===== src/cvio_pkg.sv =====
// package: constants and types shared by both ends of the valve terminal link
package cvio_pkg;
  // ***************************************************************
  // object indices and frame identifiers
  // ***************************************************************
  localparam logic [15:0] OBJ_INPUT_MAPPING_MODE  = 16'h601f;
  localparam logic [15:0] OBJ_OUTPUT_GROUP_STATES = 16'h6200;
  localparam logic [15:0] OBJ_FAULT_HOLD_SELECT   = 16'h6206;
  localparam logic [15:0] OBJ_FAULT_SUBST_VALUES  = 16'h6207;
  localparam logic [10:0] ID_NMT                  = 11'h000;
  localparam logic [10:0] ID_TPDO_BASE            = 11'h180;
  localparam logic [10:0] ID_RPDO_BASE            = 11'h200;
  localparam logic [10:0] ID_SDO_RX_BASE          = 11'h600;
  localparam logic [10:0] ID_SDO_TX_BASE          = 11'h580;
  localparam logic [10:0] ID_BOOTUP_BASE          = 11'h700;
  // ***************************************************************
  // frame lengths and command codes
  // ***************************************************************
  localparam logic [3:0]  LEN_BOOTUP   = 4'h1;
  localparam logic [3:0]  LEN_NMT      = 4'h2;
  localparam logic [3:0]  LEN_RPDO     = 4'h3;
  localparam logic [3:0]  LEN_TPDO     = 4'h4;
  localparam logic [3:0]  LEN_SDO      = 4'h8;
  localparam logic [7:0]  NMT_START    = 8'h01;
  localparam logic [7:0]  NMT_PREOP    = 8'h80;
  localparam logic [7:0]  NMT_RESET    = 8'h81;
  localparam logic [7:0]  NMT_ALL      = 8'h00;
  localparam logic [7:0]  SDO_WR_CMD   = 8'h2f;
  localparam logic [7:0]  SDO_RD_CMD   = 8'h40;
  localparam logic [7:0]  SDO_RD_RESP  = 8'h4f;
  localparam logic [7:0]  SDO_WR_RESP  = 8'h60;
  localparam logic [7:0]  SDO_ABORT    = 8'h80;
  localparam logic [7:0]  GROUP_COUNT  = 8'h03;
  // ***************************************************************
  // input mode codes and reset values
  // ***************************************************************
  localparam logic [7:0]  MODE_NORMAL  = 8'h00;
  localparam logic [7:0]  MODE_SHIFTED = 8'h01;
  localparam logic [7:0]  MODE_HALVED  = 8'h02;
  localparam logic [23:0] OUT_RST      = 24'h000000;
  // ***************************************************************
  // timing
  // ***************************************************************
  localparam int          CLK_HZ        = 20_000_000;
  localparam int          BLINK_MS      = 200;
  localparam int          BLINK_CYCLES  = CLK_HZ / 1000 * BLINK_MS;
  localparam int          BUS_TMO_MS    = 1500;
  localparam int          BUS_TMO_CYCLES = CLK_HZ / 1000 * BUS_TMO_MS;

  typedef enum logic [1:0] {
    CVIO_INIT,
    CVIO_PREOP,
    CVIO_OPER
  } cvio_nmt_t;

  typedef struct packed {
    logic [10:0] id;
    logic [3:0]  len;
    logic [63:0] data;
  } cvio_frame_t;
endpackage : cvio_pkg


===== src/cvio_link_if.sv =====
// interface: frame-level CAN link between master and valve terminal
`timescale 1ns/10ps
interface cvio_link_if;
  import cvio_pkg::*;
  cvio_frame_t m2s_frame;
  logic        m2s_valid;
  logic        m2s_ready;
  cvio_frame_t s2m_frame;
  logic        s2m_valid;
  logic        s2m_ready;

  modport device (
    input  m2s_frame,
    input  m2s_valid,
    output m2s_ready,
    output s2m_frame,
    output s2m_valid,
    input  s2m_ready
  );
  modport master (
    output m2s_frame,
    output m2s_valid,
    input  m2s_ready,
    input  s2m_frame,
    input  s2m_valid,
    output s2m_ready
  );
endinterface : cvio_link_if


===== src/cvio_device.sv =====
// valve terminal slave: nmt states, pdo traffic, input mapping, fault reaction
// Contract
// - mode selector defaults 00, 01 with extension
// - normal mode maps inputs sequentially from bit0
// - shifted mode alternates inputs across byte pairs
// - halved mode sends only odd inputs; code sends input bits 0, 2 .. 30 as image bits 0 .. 15
// - three rw output groups, count reads three
// - fault hold bit 1 keeps output state
// - fault hold bit 0 forces substitute value
// - bootup frame 700+node, length 1, zero
// - preoperational flashes bus led green
// - operational lights bus led steady green
// - master starts nodes with 01 00
// - entering operational sends inputs once, 180+node
// - initial input frame sent even when zero
// - pdo 200+node, three bytes set outputs
// - operational sends input frame on change
// - 80 00 returns to preop, no bootup
// - 81 00 resets then preop automatically
`timescale 1ns/10ps
module cvio_device
  import cvio_pkg::*;
#(
  parameter int BUS_TMO = BUS_TMO_CYCLES,
  parameter int BLINK   = BLINK_CYCLES
) (
  input  wire logic        i_clk,
  input  wire logic        i_rst,
  cvio_link_if.device      link,
  input  wire logic [6:0]  i_node_addr,
  input  wire logic        i_input_extension_fitted,
  input  wire logic [31:0] i_inputs,
  output logic [23:0]      o_valves,
  output logic             o_led_green,
  output logic             o_bus_fault,
  output logic [1:0]       o_nmt_state
);
  // ***************************************************************
  // pin synchronisers
  // ***************************************************************
  logic [31:0] in_s1_q, in_s2_q;
  logic [6:0]  adr_s1_q, adr_s2_q;
  logic        ext_s1_q, ext_s2_q;
  always_ff @(posedge i_clk) begin
    in_s1_q  <= i_inputs;
    in_s2_q  <= in_s1_q;
    adr_s1_q <= i_node_addr;
    adr_s2_q <= adr_s1_q;
    ext_s1_q <= i_input_extension_fitted;
    ext_s2_q <= ext_s1_q;
  end

  cvio_nmt_t   nmt_q;
  logic [7:0]  mode_q;
  logic [23:0] out_q, hold_q, subst_q, valve_q;
  logic [31:0] image_d, sent_q;
  logic        fault_q, boot_pend_q, first_pend_q, tx_busy_q;
  logic [31:0] tmo_q, blink_q;
  logic        led_q;
  cvio_frame_t tx_q;
  cvio_frame_t sdo_rsp;

  wire cvio_frame_t rx   = link.m2s_frame;
  wire logic        rx_v = link.m2s_valid;
  assign link.m2s_ready = 1'b1;
  wire logic tx_done = tx_busy_q && link.s2m_ready;
  wire logic [10:0] node_id = {4'h0, adr_s2_q};

  wire logic nmt_hit = rx_v && rx.id == ID_NMT && rx.len == LEN_NMT
                       && (rx.data[55:48] == NMT_ALL || rx.data[55:48] == {1'b0, adr_s2_q});
  wire logic [7:0] nmt_cmd = rx.data[63:56];
  wire logic rpdo_hit = rx_v && rx.id == ID_RPDO_BASE + node_id && rx.len == LEN_RPDO;
  wire logic sdo_hit  = rx_v && rx.id == ID_SDO_RX_BASE + node_id && rx.len == LEN_SDO;
  wire logic [7:0]  sdo_cmd = rx.data[63:56];
  wire logic [15:0] sdo_idx = {rx.data[47:40], rx.data[55:48]};
  wire logic [7:0]  sdo_sub = rx.data[39:32];
  wire logic [7:0]  sdo_val = rx.data[31:24];
  wire logic sdo_wr = sdo_hit && sdo_cmd == SDO_WR_CMD && sdo_sub >= 8'h01
                      && sdo_sub <= GROUP_COUNT;

  // ***************************************************************
  // network state machine
  // ***************************************************************
  always_ff @(posedge i_clk) begin
    if (i_rst) begin
      nmt_q <= CVIO_INIT;
    end else begin
      case (nmt_q)
        CVIO_INIT:  nmt_q <= CVIO_PREOP;
        CVIO_PREOP: begin
          if (nmt_hit && nmt_cmd == NMT_START) nmt_q <= CVIO_OPER;
          else if (nmt_hit && nmt_cmd == NMT_RESET) nmt_q <= CVIO_INIT;
        end
        CVIO_OPER: begin
          if (nmt_hit && nmt_cmd == NMT_PREOP) nmt_q <= CVIO_PREOP;
          else if (nmt_hit && nmt_cmd == NMT_RESET) nmt_q <= CVIO_INIT;
        end
        default: nmt_q <= CVIO_INIT;
      endcase
    end
  end

  // ***************************************************************
  // object dictionary registers
  // ***************************************************************
  // mode default is taken from the strap while held in init, including under reset
  always_ff @(posedge i_clk) begin
    if (nmt_q == CVIO_INIT) begin
      mode_q <= ext_s2_q ? MODE_SHIFTED : MODE_NORMAL;
    end else if (sdo_hit && sdo_cmd == SDO_WR_CMD && sdo_idx == OBJ_INPUT_MAPPING_MODE
                 && sdo_sub == 8'h00
                 && (sdo_val == MODE_NORMAL || sdo_val == MODE_SHIFTED
                     || sdo_val == MODE_HALVED)) begin
      mode_q <= sdo_val;
    end
  end

  always_ff @(posedge i_clk) begin
    if (i_rst) begin
      out_q   <= OUT_RST;
      hold_q  <= OUT_RST;
      subst_q <= OUT_RST;
    end else if (rpdo_hit && nmt_q == CVIO_OPER) begin
      out_q <= {rx.data[47:40], rx.data[55:48], rx.data[63:56]};
    end else if (sdo_wr) begin
      case (sdo_idx)
        OBJ_OUTPUT_GROUP_STATES: out_q[8*(sdo_sub-8'h01) +: 8]   <= sdo_val;
        OBJ_FAULT_HOLD_SELECT:   hold_q[8*(sdo_sub-8'h01) +: 8]  <= sdo_val;
        OBJ_FAULT_SUBST_VALUES:  subst_q[8*(sdo_sub-8'h01) +: 8] <= sdo_val;
        default: ;
      endcase
    end
  end

  // sdo answer; unknown objects get an abort so the master never hangs
  always_comb begin
    logic [23:0] src;
    logic        ok;
    src = OUT_RST;
    ok  = 1'b1;
    case (sdo_idx)
      OBJ_OUTPUT_GROUP_STATES: src = out_q;
      OBJ_FAULT_HOLD_SELECT:   src = hold_q;
      OBJ_FAULT_SUBST_VALUES:  src = subst_q;
      OBJ_INPUT_MAPPING_MODE:  src = {16'h0000, mode_q};
      default:                 ok  = 1'b0;
    endcase
    sdo_rsp = '0;
    sdo_rsp.id  = ID_SDO_TX_BASE + node_id;
    sdo_rsp.len = LEN_SDO;
    sdo_rsp.data[55:32] = rx.data[55:32];
    if (!ok || (sdo_idx != OBJ_INPUT_MAPPING_MODE && sdo_sub > GROUP_COUNT)
        || (sdo_idx == OBJ_INPUT_MAPPING_MODE && sdo_sub != 8'h00)) begin
      sdo_rsp.data[63:56] = SDO_ABORT;
    end else if (sdo_cmd == SDO_WR_CMD) begin
      sdo_rsp.data[63:56] = SDO_WR_RESP;
    end else begin
      sdo_rsp.data[63:56] = SDO_RD_RESP;
      if (sdo_idx == OBJ_INPUT_MAPPING_MODE) sdo_rsp.data[31:24] = src[7:0];
      else if (sdo_sub == 8'h00) sdo_rsp.data[31:24] = GROUP_COUNT;
      else sdo_rsp.data[31:24] = src[8*(sdo_sub-8'h01) +: 8];
    end
  end

  // ***************************************************************
  // input mapping
  // ***************************************************************
  always_comb begin
    image_d = 32'h00000000;
    for (int i = 0; i < 16; i++) begin
      case (mode_q)
        MODE_SHIFTED: begin
          image_d[(i%2)*8 + i/2]      = in_s2_q[i];
          image_d[16 + (i%2)*8 + i/2] = in_s2_q[16+i];
        end
        MODE_HALVED: image_d[i] = in_s2_q[2*i];
        default: begin
          image_d[i]    = in_s2_q[i];
          image_d[16+i] = in_s2_q[16+i];
        end
      endcase
    end
  end

  // ***************************************************************
  // fault detection and valve drive
  // ***************************************************************
  always_ff @(posedge i_clk) begin
    if (i_rst || rx_v) begin
      tmo_q   <= 32'h00000000;
      fault_q <= 1'b0;
    end else if (nmt_q == CVIO_OPER && tmo_q < BUS_TMO) begin
      tmo_q <= tmo_q + 32'h00000001;
    end else if (nmt_q == CVIO_OPER) begin
      fault_q <= 1'b1;
    end
  end

  always_ff @(posedge i_clk) begin
    if (i_rst) begin
      valve_q <= OUT_RST;
    end else if (!fault_q) begin
      valve_q <= out_q;
    end else begin
      valve_q <= (hold_q & valve_q) | (~hold_q & subst_q);
    end
  end
  assign o_valves    = valve_q;
  assign o_bus_fault = fault_q;
  assign o_nmt_state = nmt_q;

  // ***************************************************************
  // transmit scheduling
  // ***************************************************************
  always_ff @(posedge i_clk) begin
    if (i_rst) begin
      boot_pend_q  <= 1'b0;
      first_pend_q <= 1'b0;
    end else begin
      if (nmt_q == CVIO_INIT) boot_pend_q <= 1'b1;
      else if (tx_done && tx_q.id == ID_BOOTUP_BASE + node_id) boot_pend_q <= 1'b0;
      if (nmt_q == CVIO_PREOP && nmt_hit && nmt_cmd == NMT_START) first_pend_q <= 1'b1;
      else if (tx_done && tx_q.id == ID_TPDO_BASE + node_id) first_pend_q <= 1'b0;
    end
  end

  // sdo answers share the one transmit slot; a request arriving while busy is dropped
  always_ff @(posedge i_clk) begin
    if (i_rst) begin
      tx_busy_q <= 1'b0;
      tx_q      <= '0;
      sent_q    <= 32'h00000000;
    end else if (tx_busy_q) begin
      if (link.s2m_ready) tx_busy_q <= 1'b0;
    end else if (sdo_hit) begin
      tx_busy_q <= 1'b1;
      tx_q      <= sdo_rsp;
    end else if (boot_pend_q && nmt_q == CVIO_PREOP) begin
      tx_busy_q <= 1'b1;
      tx_q.id   <= ID_BOOTUP_BASE + node_id;
      tx_q.len  <= LEN_BOOTUP;
      tx_q.data <= 64'h0000000000000000;
    end else if (nmt_q == CVIO_OPER && (first_pend_q || image_d != sent_q)) begin
      tx_busy_q <= 1'b1;
      tx_q.id   <= ID_TPDO_BASE + node_id;
      tx_q.len  <= LEN_TPDO;
      tx_q.data <= {image_d[7:0], image_d[15:8], image_d[23:16], image_d[31:24], 32'h00000000};
      sent_q    <= image_d;
    end
  end
  assign link.s2m_valid = tx_busy_q;
  assign link.s2m_frame = tx_q;

  // ***************************************************************
  // bus led
  // ***************************************************************
  always_ff @(posedge i_clk) begin
    if (i_rst || nmt_q != CVIO_PREOP) begin
      blink_q <= 32'h00000000;
      led_q   <= 1'b0;
    end else if (blink_q >= BLINK - 1) begin
      blink_q <= 32'h00000000;
      led_q   <= ~led_q;
    end else begin
      blink_q <= blink_q + 32'h00000001;
    end
  end
  assign o_led_green = (nmt_q == CVIO_OPER) ? 1'b1 : led_q;
endmodule : cvio_device


===== src/flat_wrapper.sv =====
// flat-port wrapper written by rule: the top's interface ports become plain ports
module cvio_device_flat import cvio_pkg::*;
#(
  parameter int BUS_TMO = BUS_TMO_CYCLES,
  parameter int BLINK   = BLINK_CYCLES
)
  (i_clk, i_rst, i_node_addr, i_input_extension_fitted, i_inputs, o_valves, o_led_green, o_bus_fault, o_nmt_state, link_m2s_frame, link_m2s_valid, link_m2s_ready, link_s2m_frame, link_s2m_valid, link_s2m_ready);
  cvio_link_if link_i ();
  input  wire logic i_clk;
  input  wire logic i_rst;
  input  wire logic [6:0] i_node_addr;
  input  wire logic i_input_extension_fitted;
  input  wire logic [31:0] i_inputs;
  output logic [23:0] o_valves;
  output logic o_led_green;
  output logic o_bus_fault;
  output logic [1:0] o_nmt_state;
  input wire logic [$bits(link_i.m2s_frame)-1:0] link_m2s_frame;
  input wire logic [$bits(link_i.m2s_valid)-1:0] link_m2s_valid;
  output wire logic [$bits(link_i.m2s_ready)-1:0] link_m2s_ready;
  output wire logic [$bits(link_i.s2m_frame)-1:0] link_s2m_frame;
  output wire logic [$bits(link_i.s2m_valid)-1:0] link_s2m_valid;
  input wire logic [$bits(link_i.s2m_ready)-1:0] link_s2m_ready;
  assign link_i.m2s_frame = link_m2s_frame;
  assign link_i.m2s_valid = link_m2s_valid;
  assign link_m2s_ready = link_i.m2s_ready;
  assign link_s2m_frame = link_i.s2m_frame;
  assign link_s2m_valid = link_i.s2m_valid;
  assign link_i.s2m_ready = link_s2m_ready;
  cvio_device #(.BUS_TMO(BUS_TMO), .BLINK(BLINK)) u_core (.i_clk(i_clk), .i_rst(i_rst), .link(link_i), .i_node_addr(i_node_addr), .i_input_extension_fitted(i_input_extension_fitted), .i_inputs(i_inputs), .o_valves(o_valves), .o_led_green(o_led_green), .o_bus_fault(o_bus_fault), .o_nmt_state(o_nmt_state));
endmodule

===== config.mk =====
export PLATFORM = sky130hd
export DESIGN_NAME = cvio_device_flat
export DESIGN_NICKNAME = d
export VERILOG_FILES = /design/src/cvio_pkg.sv /design/src/cvio_link_if.sv /design/src/cvio_device.sv /design/src/flat_wrapper.sv
export SDC_FILE = /design/constraint.sdc
export NUM_CORES = 1
export LEC_CHECK = 0
export BUFFER_PORTS_ARGS = -buffer_cell sky130_fd_sc_hd__buf_2
export CORE_MARGIN = 8
export CORE_UTILIZATION = 55
export CTS_CLUSTER_SIZE = 30
export DETAILED_ROUTE_END_ITERATION = 10
export GPL_ROUTABILITY_DRIVEN = 0
export PLACE_DENSITY_LB_ADDON = 0.3
export SKIP_LAST_GASP = 1
export SYNTH_ARGS = -nofsm -noshare
export SYNTH_HDL_FRONTEND = slang
export SYNTH_SLANG_ARGS = --single-unit

===== constraint.sdc =====
create_clock -name i_clk -period 6.1 [get_ports i_clk]
set_input_delay 1.22 -clock i_clk [delete_from_list [all_inputs] [get_ports i_clk]]
set_output_delay 1.22 -clock i_clk [all_outputs]
set_load 0.01 [all_outputs]

After elaboration in Yosys (flattened, before gate mapping)
Index checks and enable logic that the tools add are counted.
- input port bits: 123
- memories kept: 0
- RAM bits: 0
- output and inout port bits: 109
- word-level logic and storage cells: 219
- register bits after elaboration: 366
- bits in latches: 0
- ROM bits: 0
- shifts and indexed selects: 3
- magnitude comparators: 5
- divide/modulo/power cells: 0
- equality and inequality tests: 25
- reductions and logical operators: 57
- bitwise gates (word level): 10
- $mul: 0
- multiplexer cells: 87
- add/sub/neg operators: 9
- operators with widths (operator ; count):
    $mux 79 ; 3
    $mux 24 ; 4
    $pmux 24 s4 ; 1
    $bwmux 24 ; 3
    $add 32x1->32 const B ; 2
    $eq 16x15->1 const B ; 4
    $mux 1 ; 57
    $mux 8 ; 7
    $and 24x24->24 ; 2
    $eq 11x11->1 ; 4
    $neg 32->34 ; 1
    $shift 8x34->24 const A ; 1
    $shiftx 8x34->24 ; 1
    $shiftx 24x33->8 ; 1
    $ge 32x22->1 const B ; 1
    $lt 32x25->1 const B ; 1
    $ne 32x32->1 ; 1
    $logic_and 1x1->1 ; 27
    $eq 8x1->1 const B ; 3
    $logic_not 8->1 ; 3
    $not 24->24 ; 1
    $or 24x24->24 ; 1
    $eq 8x2->1 const B ; 2
    $eq 8x8->1 const B ; 2
    other kinds (34) ; 63

Depth between registers and ports, before layout
- depth in word-level cells: 10
- depth in mapped cells: 18
- mapped depth without buffers: 16

Worst setup path before layout
OpenSTA, ideal clock, no wires.
- path type: input -> register
- from: input port link_m2s_frame[32]
- to: register u_core.out_q[4]
- path buffers: 2
- arrival time: 4811 ps
- required time: 5963 ps
- path slack: 1152 ps
- stages on the path: 17
- library setup time: 137 ps
- cell sequence: clkbuf_1 > inv_1 > ha_1 > nor2_1 > a21oi_1 > o21ai_0 > nand4_1 > inv_1 > ha_1 > nor4bb_1 > nand4_1 > or4_1 > a211oi_1 > and2_1 > clkbuf_1 > mux2i_1 > a211oi_1
- cells in the longest elaborated chain, start to end: 7
- elaborated cells between the ends (all ways): 14
- those cells by class: 2 x add/sub; 2 x order compare; 2 x shift; 4 x mux; 4 x reduce/logical
- ends and longest elaborated chain (element ; line ; RTL):
    start: declaration ; flat_wrapper.sv:18 ; input wire logic [$bits(link_i.m2s_frame)-1:0] link_m2s_frame;
    $sub 8x1->9 ; cvio_device.sv:127 ; OBJ_OUTPUT_GROUP_STATES: out_q[8*(sdo_sub-8'h01) +: 8] <= sdo_val;
    $neg 32->34 ; cvio_device.sv:127 ;
    $shiftx 8x34->24 or $shift 8x34->24 (tied branches) ; cvio_device.sv:127 ;
    $bwmux 24 ; cvio_device.sv:127 ;
    $mux 24 ; cvio_device.sv:126 ; case (sdo_idx)
    $mux 24 ; cvio_device.sv:125 ; end else if (sdo_wr) begin
    $mux 24 ; cvio_device.sv:123 ; end else if (rpdo_hit && nmt_q == CVIO_OPER) begin
    end signal: assignment ; cvio_device.sv:124 ; out_q <= {rx.data[47:40], rx.data[55:48], rx.data[63:56]};
    end signal: indexed assignment ; cvio_device.sv:127 ;
    end: declaration ; cvio_device.sv:55 ; logic [23:0] out_q, hold_q, subst_q, valve_q;
Several ways; a longest one is shown, not always the timed one. The select of a mux whose other input is x is not followed.
A chain may end at the register's enable or synchronous reset.

Final worst setup path
- from: register u_core.mode_q[2]
- to: register u_core.tx_q, in the netlist u_core.link.s2m_frame[60]
- cells in the longest elaborated chain, start to end: 8
- elaborated cells between the ends (all ways): 63
- those cells by class: 3 x eq/ne; 55 x mux; 5 x reduce/logical
- ends and longest elaborated chain (element ; line ; RTL):
    start: declaration ; cvio_device.sv:54 ; logic [7:0] mode_q;
    start signal: assignment ; cvio_device.sv:109 ; mode_q <= ext_s2_q ? MODE_SHIFTED : MODE_NORMAL;
    start signal: assignment ; cvio_device.sv:114 ; mode_q <= sdo_val;
    $eq 8x2->1 or $eq 8x1->1 (tied branches) ; cvio_device.sv:171 ; case (mode_q)
    $mux 1, or another cell as far along ; - ;
    $mux 1 ; cvio_device.sv:171 ;
    $ne 32x32->1 ; cvio_device.sv:243 ; end else if (nmt_q == CVIO_OPER && (first_pend_q || image_d != sent_q)) begin
    $logic_or 1x1->1 ; cvio_device.sv:243 ;
    $logic_and 1x1->1 ; cvio_device.sv:243 ;
    $reduce_bool 3->1 (no line) ; - ;
    $reduce_and 2->1 (no line) ; - ;
    end signal: assignment ; cvio_device.sv:237 ; tx_q <= sdo_rsp;
    end: declaration ; cvio_device.sv:60 ; cvio_frame_t tx_q;
Several ways; a longest one is shown, not always the timed one. The select of a mux whose other input is x is not followed.

==> qor.yml <==
status:
  status: "completed"
timing:
  setup_ws_ns: 0.673
  timing_hold_violations_final: 0
  rsz0062_at_grt: "no"
  period_minus_slack_ns: 5.43
  fmax_mhz: 184
  slew_headroom_pct: 15.1
  fin_skew_ns: 0.0201
  fin_crit_sh_pct: 89.0
  setup_tns_ns: 0
  setup_viol: 0
  worstMarginPinSlew_ns: 1.27
  drv_slew: 0
hold_path:
  hp-class: "reg -> reg"
routing:
  vias: 14500
  ant_nets: 0
  dr.pass1.iters: 8
  wl_per_cell_um: 21.2
  drc: 0
  routed_wirelength_um: 49200
  routed_via_density: 6.23
  drt_iter0_drc: 1735
global_routing:
  antenna_found_initial: 3
  top_usage_layer: "met2"
  grt_pass1_vias: 13600
  use_met1_pct: 38.1
  overflow: 0
  grt_pass1_wl_um: 75900
  track_usage_pct: 27.8
  grt_use_met3_pct: 7.28
  grt_max_degree: 73
  grtUsageMet2_pct: 40.6
layout:
  synthToLayoutAreaGrowth_pct: 15.1
  fillers: 2439
  register_area_um2: 6890
  layout_common_cells: "dfxtp_1, nor2_1, buf_2"
  finalNetCount: 2043
  final_common_cell: "dfxtp_1"
  drive_above_1_share_pct: 15.1
  multiInputGateArea_um2: 8170
power_and_ir_drop:
  p_seq_share_pct: 45.5
  combPwrFrac_pct: 7.3
  vdd_drop_max_mv: 0.280
  p_sw_mw: 1.21
  power_density_nw_per_um2: 282
  intPower_mw: 3.89
  switching_share_pct: 23.7
  clkPwrFrac_pct: 47.2
  p_leak_nw: 6.95
yosys:
  ys_types: 82
  syn_area_um2: 15700
  synth_enable_flop_cells: 8
  yosysWarnings: 0
  synth_seq_cells: 340
  synthCells: 1777
  seq_area_frac_synth_pct: 43.8
  avgSynthCellArea_um2: 8.84
  async_flop_share_pct: 0
  synth-main-ff-cell: "dfxtp_1"
floorplan:
  die-area_um2: 34200
  fp.dieW_um: 185
  fp-row-count: 62
  core_area_um2: 28400
  io_pins: 232
  die_h_um: 185
  initial_core_util_pct: 55.3
clock_network:
  cts_setup_buffers: 0
  cts_made_buffers: 36
  cts_tree: "yes"
  worstSkewPairLatency_ns: 0.53
  postCtsHoldBufs: 0
  clock_sinks: 340
  h-tree-depth: 2
  cts_root_buf: "clkbuf_16"
  clock_path_buffers: 3
  clk_pin_slew_worst_paths_ns: 0.06
  cts_resized: 0
critical_path:
  cp_max_fo: 29
  path_class: "reg -> reg"
  cp_slowest_cell: "o31a_1"
  startpoint_type: "flip-flop"
  path_delay_family: "simple AND/OR/NAND/NOR gates"
  path_buf_inv: 0
  max_stage_delay_ns: 1.01
  cp.arrival_ns: 5.84
  critical_path.cell_chain: "nor4_4 -> nand3_2 -> a22oi_1 -> a222oi_1 -> and3_1 -> nand4_1 -> o31a_1 -> nand2_1 -> o32ai_1"
  endpoint_kind: "flip-flop"
  cp.required_ns: 6.51
flow_run:
  cap_violations: 0
placement:
  place_ws_ns: 0.938
  port_buffers: 181
  dpl.hpwl_um: 35100
## cell type report
type | count | area share [%]
inverter | 32 | 0.664
sequential | 340 | 38.1
antenna | 2 | 0.0277
clock inverter | 14 | 1.20
clock buffer | 51 | 6.14
tap | 384 | 2.66
timing repair buffer | 205 | 6.04
multi-input combinational | 1292 | 45.2
## worst register-to-register path, stage by stage (launching register included)
cell and delay [ns]:
edfxtp_1 0.46, nor4_4 0.72, nand3_2 0.50, a22oi_1 0.55
a222oi_1 0.25, and3_1 0.24, nand4_1 0.17, o31a_1 1.01
nand2_1 0.88, o32ai_1 0.54
## worst paths after layout
check | start | end | slack [ns] | cells after the start
hold reg to reg | u_core.in_s1_q[10] | u_core.in_s2_q[10] | 0.32 | 0
setup reg to reg | u_core.mode_q[2] | u_core.link.s2m_frame[60] | 0.67 | 9
setup / recovery | u_core.mode_q[2] | u_core.link.s2m_frame[60] | 0.67 | 9
hold / removal | u_core.in_s1_q[10] | u_core.in_s2_q[10] | 0.32 | 0
## registers in the layout, indices dropped and copies added (netlist names), named ones only
name,flops
u_core.link.s2m_frame,53
u_core.blink_q,32
u_core.in_s1_q,32
u_core.in_s2_q,32
u_core.sent_q,32
u_core.tmo_q,32
u_core.hold_q,24
u_core.out_q,24
u_core.subst_q,24
u_core.mode_q,8
u_core.adr_s1_q,7
u_core.adr_s2_q,7
u_core.o_nmt_state,2
u_core.boot_pend_q,1
u_core.ext_s1_q,1
u_core.ext_s2_q,1
u_core.first_pend_q,1
u_core.led_q,1
u_core.link.s2m_valid,1
u_core.o_bus_fault,1
## cell families after synthesis
kind of cell	after synthesis	share of synthesized area, %
flops	340	43.8
buf+inv	179	5.14
mux	94	6.02
xor+xnor	84	4.68
fa+ha+maj	13	1.04
compound gates	438	19.2
simple gates	627	20.0
other cells	2	0.0478
## through the flow
stage	power (mW)	instance area [um^2]	std cells	utilization [%]	hold WS (ns)
after floorplan	2.59	15800	1811	-	0.310
after global placement	2.72	16700	2253	59.0	0.311
after detailed placement	2.73	16700	2253	59.0	0.312
after CTS	5.11	18100	2318	63.7	0.326
after global routing	5.25	18100	2319	63.7	0.328
final	5.10	18100	2320	63.7	0.323
## power groups by stage
stage | combinational, mW | sequential (mW) | clock [mW]
global placement | 0.353 | 2.37 | 0
finish | 0.371 | 2.32 | 2.41
global route | 0.399 | 2.32 | 2.53
floorplan | 0.235 | 2.35 | 0
detailed placement | 0.359 | 2.37 | 0
CTS | 0.361 | 2.32 | 2.43
## Yosys cell counts, types with 6 or more instances
master | n | area, um^2
a21oi_1 | 124 | 621
a21o_1 | 9 | 67.6
a211oi_1 | 82 | 616
o31ai_1 | 9 | 67.6
ha_1 | 13 | 163
buf_4 | 27 | 203
clkbuf_1 | 99 | 372
a32o_1 | 12 | 120
or2_2 | 8 | 50.1
inv_1 | 32 | 120
xnor2_1 | 33 | 289
o21a_1 | 9 | 67.6
o41ai_1 | 10 | 87.6
nor3_1 | 38 | 190
a221oi_1 | 8 | 70.1
edfxtp_1 | 8 | 240
nand2_1 | 116 | 435
o22ai_1 | 10 | 62.6
or4_1 | 14 | 105
or3_1 | 15 | 93.8
nand3_1 | 64 | 320
nor2_1 | 195 | 732
nor2b_1 | 27 | 169
and3_1 | 24 | 150
o32ai_1 | 15 | 131
a2111oi_0 | 16 | 140
mux2i_1 | 90 | 901
and2_1 | 22 | 138
nand2b_1 | 13 | 81.3
o21ai_0 | 50 | 250
buf_2 | 13 | 65.1
a221o_1 | 13 | 130
a22oi_1 | 12 | 90.1
dfxtp_1 | 332 | 6650
nor4bb_1 | 6 | 60.1
nor4_1 | 31 | 194
xor2_1 | 51 | 447
o21ai_1 | 6 | 30.0
a31oi_1 | 9 | 56.3
nand4_1 | 27 | 169
nand3b_1 | 6 | 45.0
## routing by layer
metal  wire, um  vias up
met3       5790      136
met4       2040        2
met5         15        -
li1           -     6688
met2      20800      863
met1      20500     6772
(Power assumes the default switching activity.)
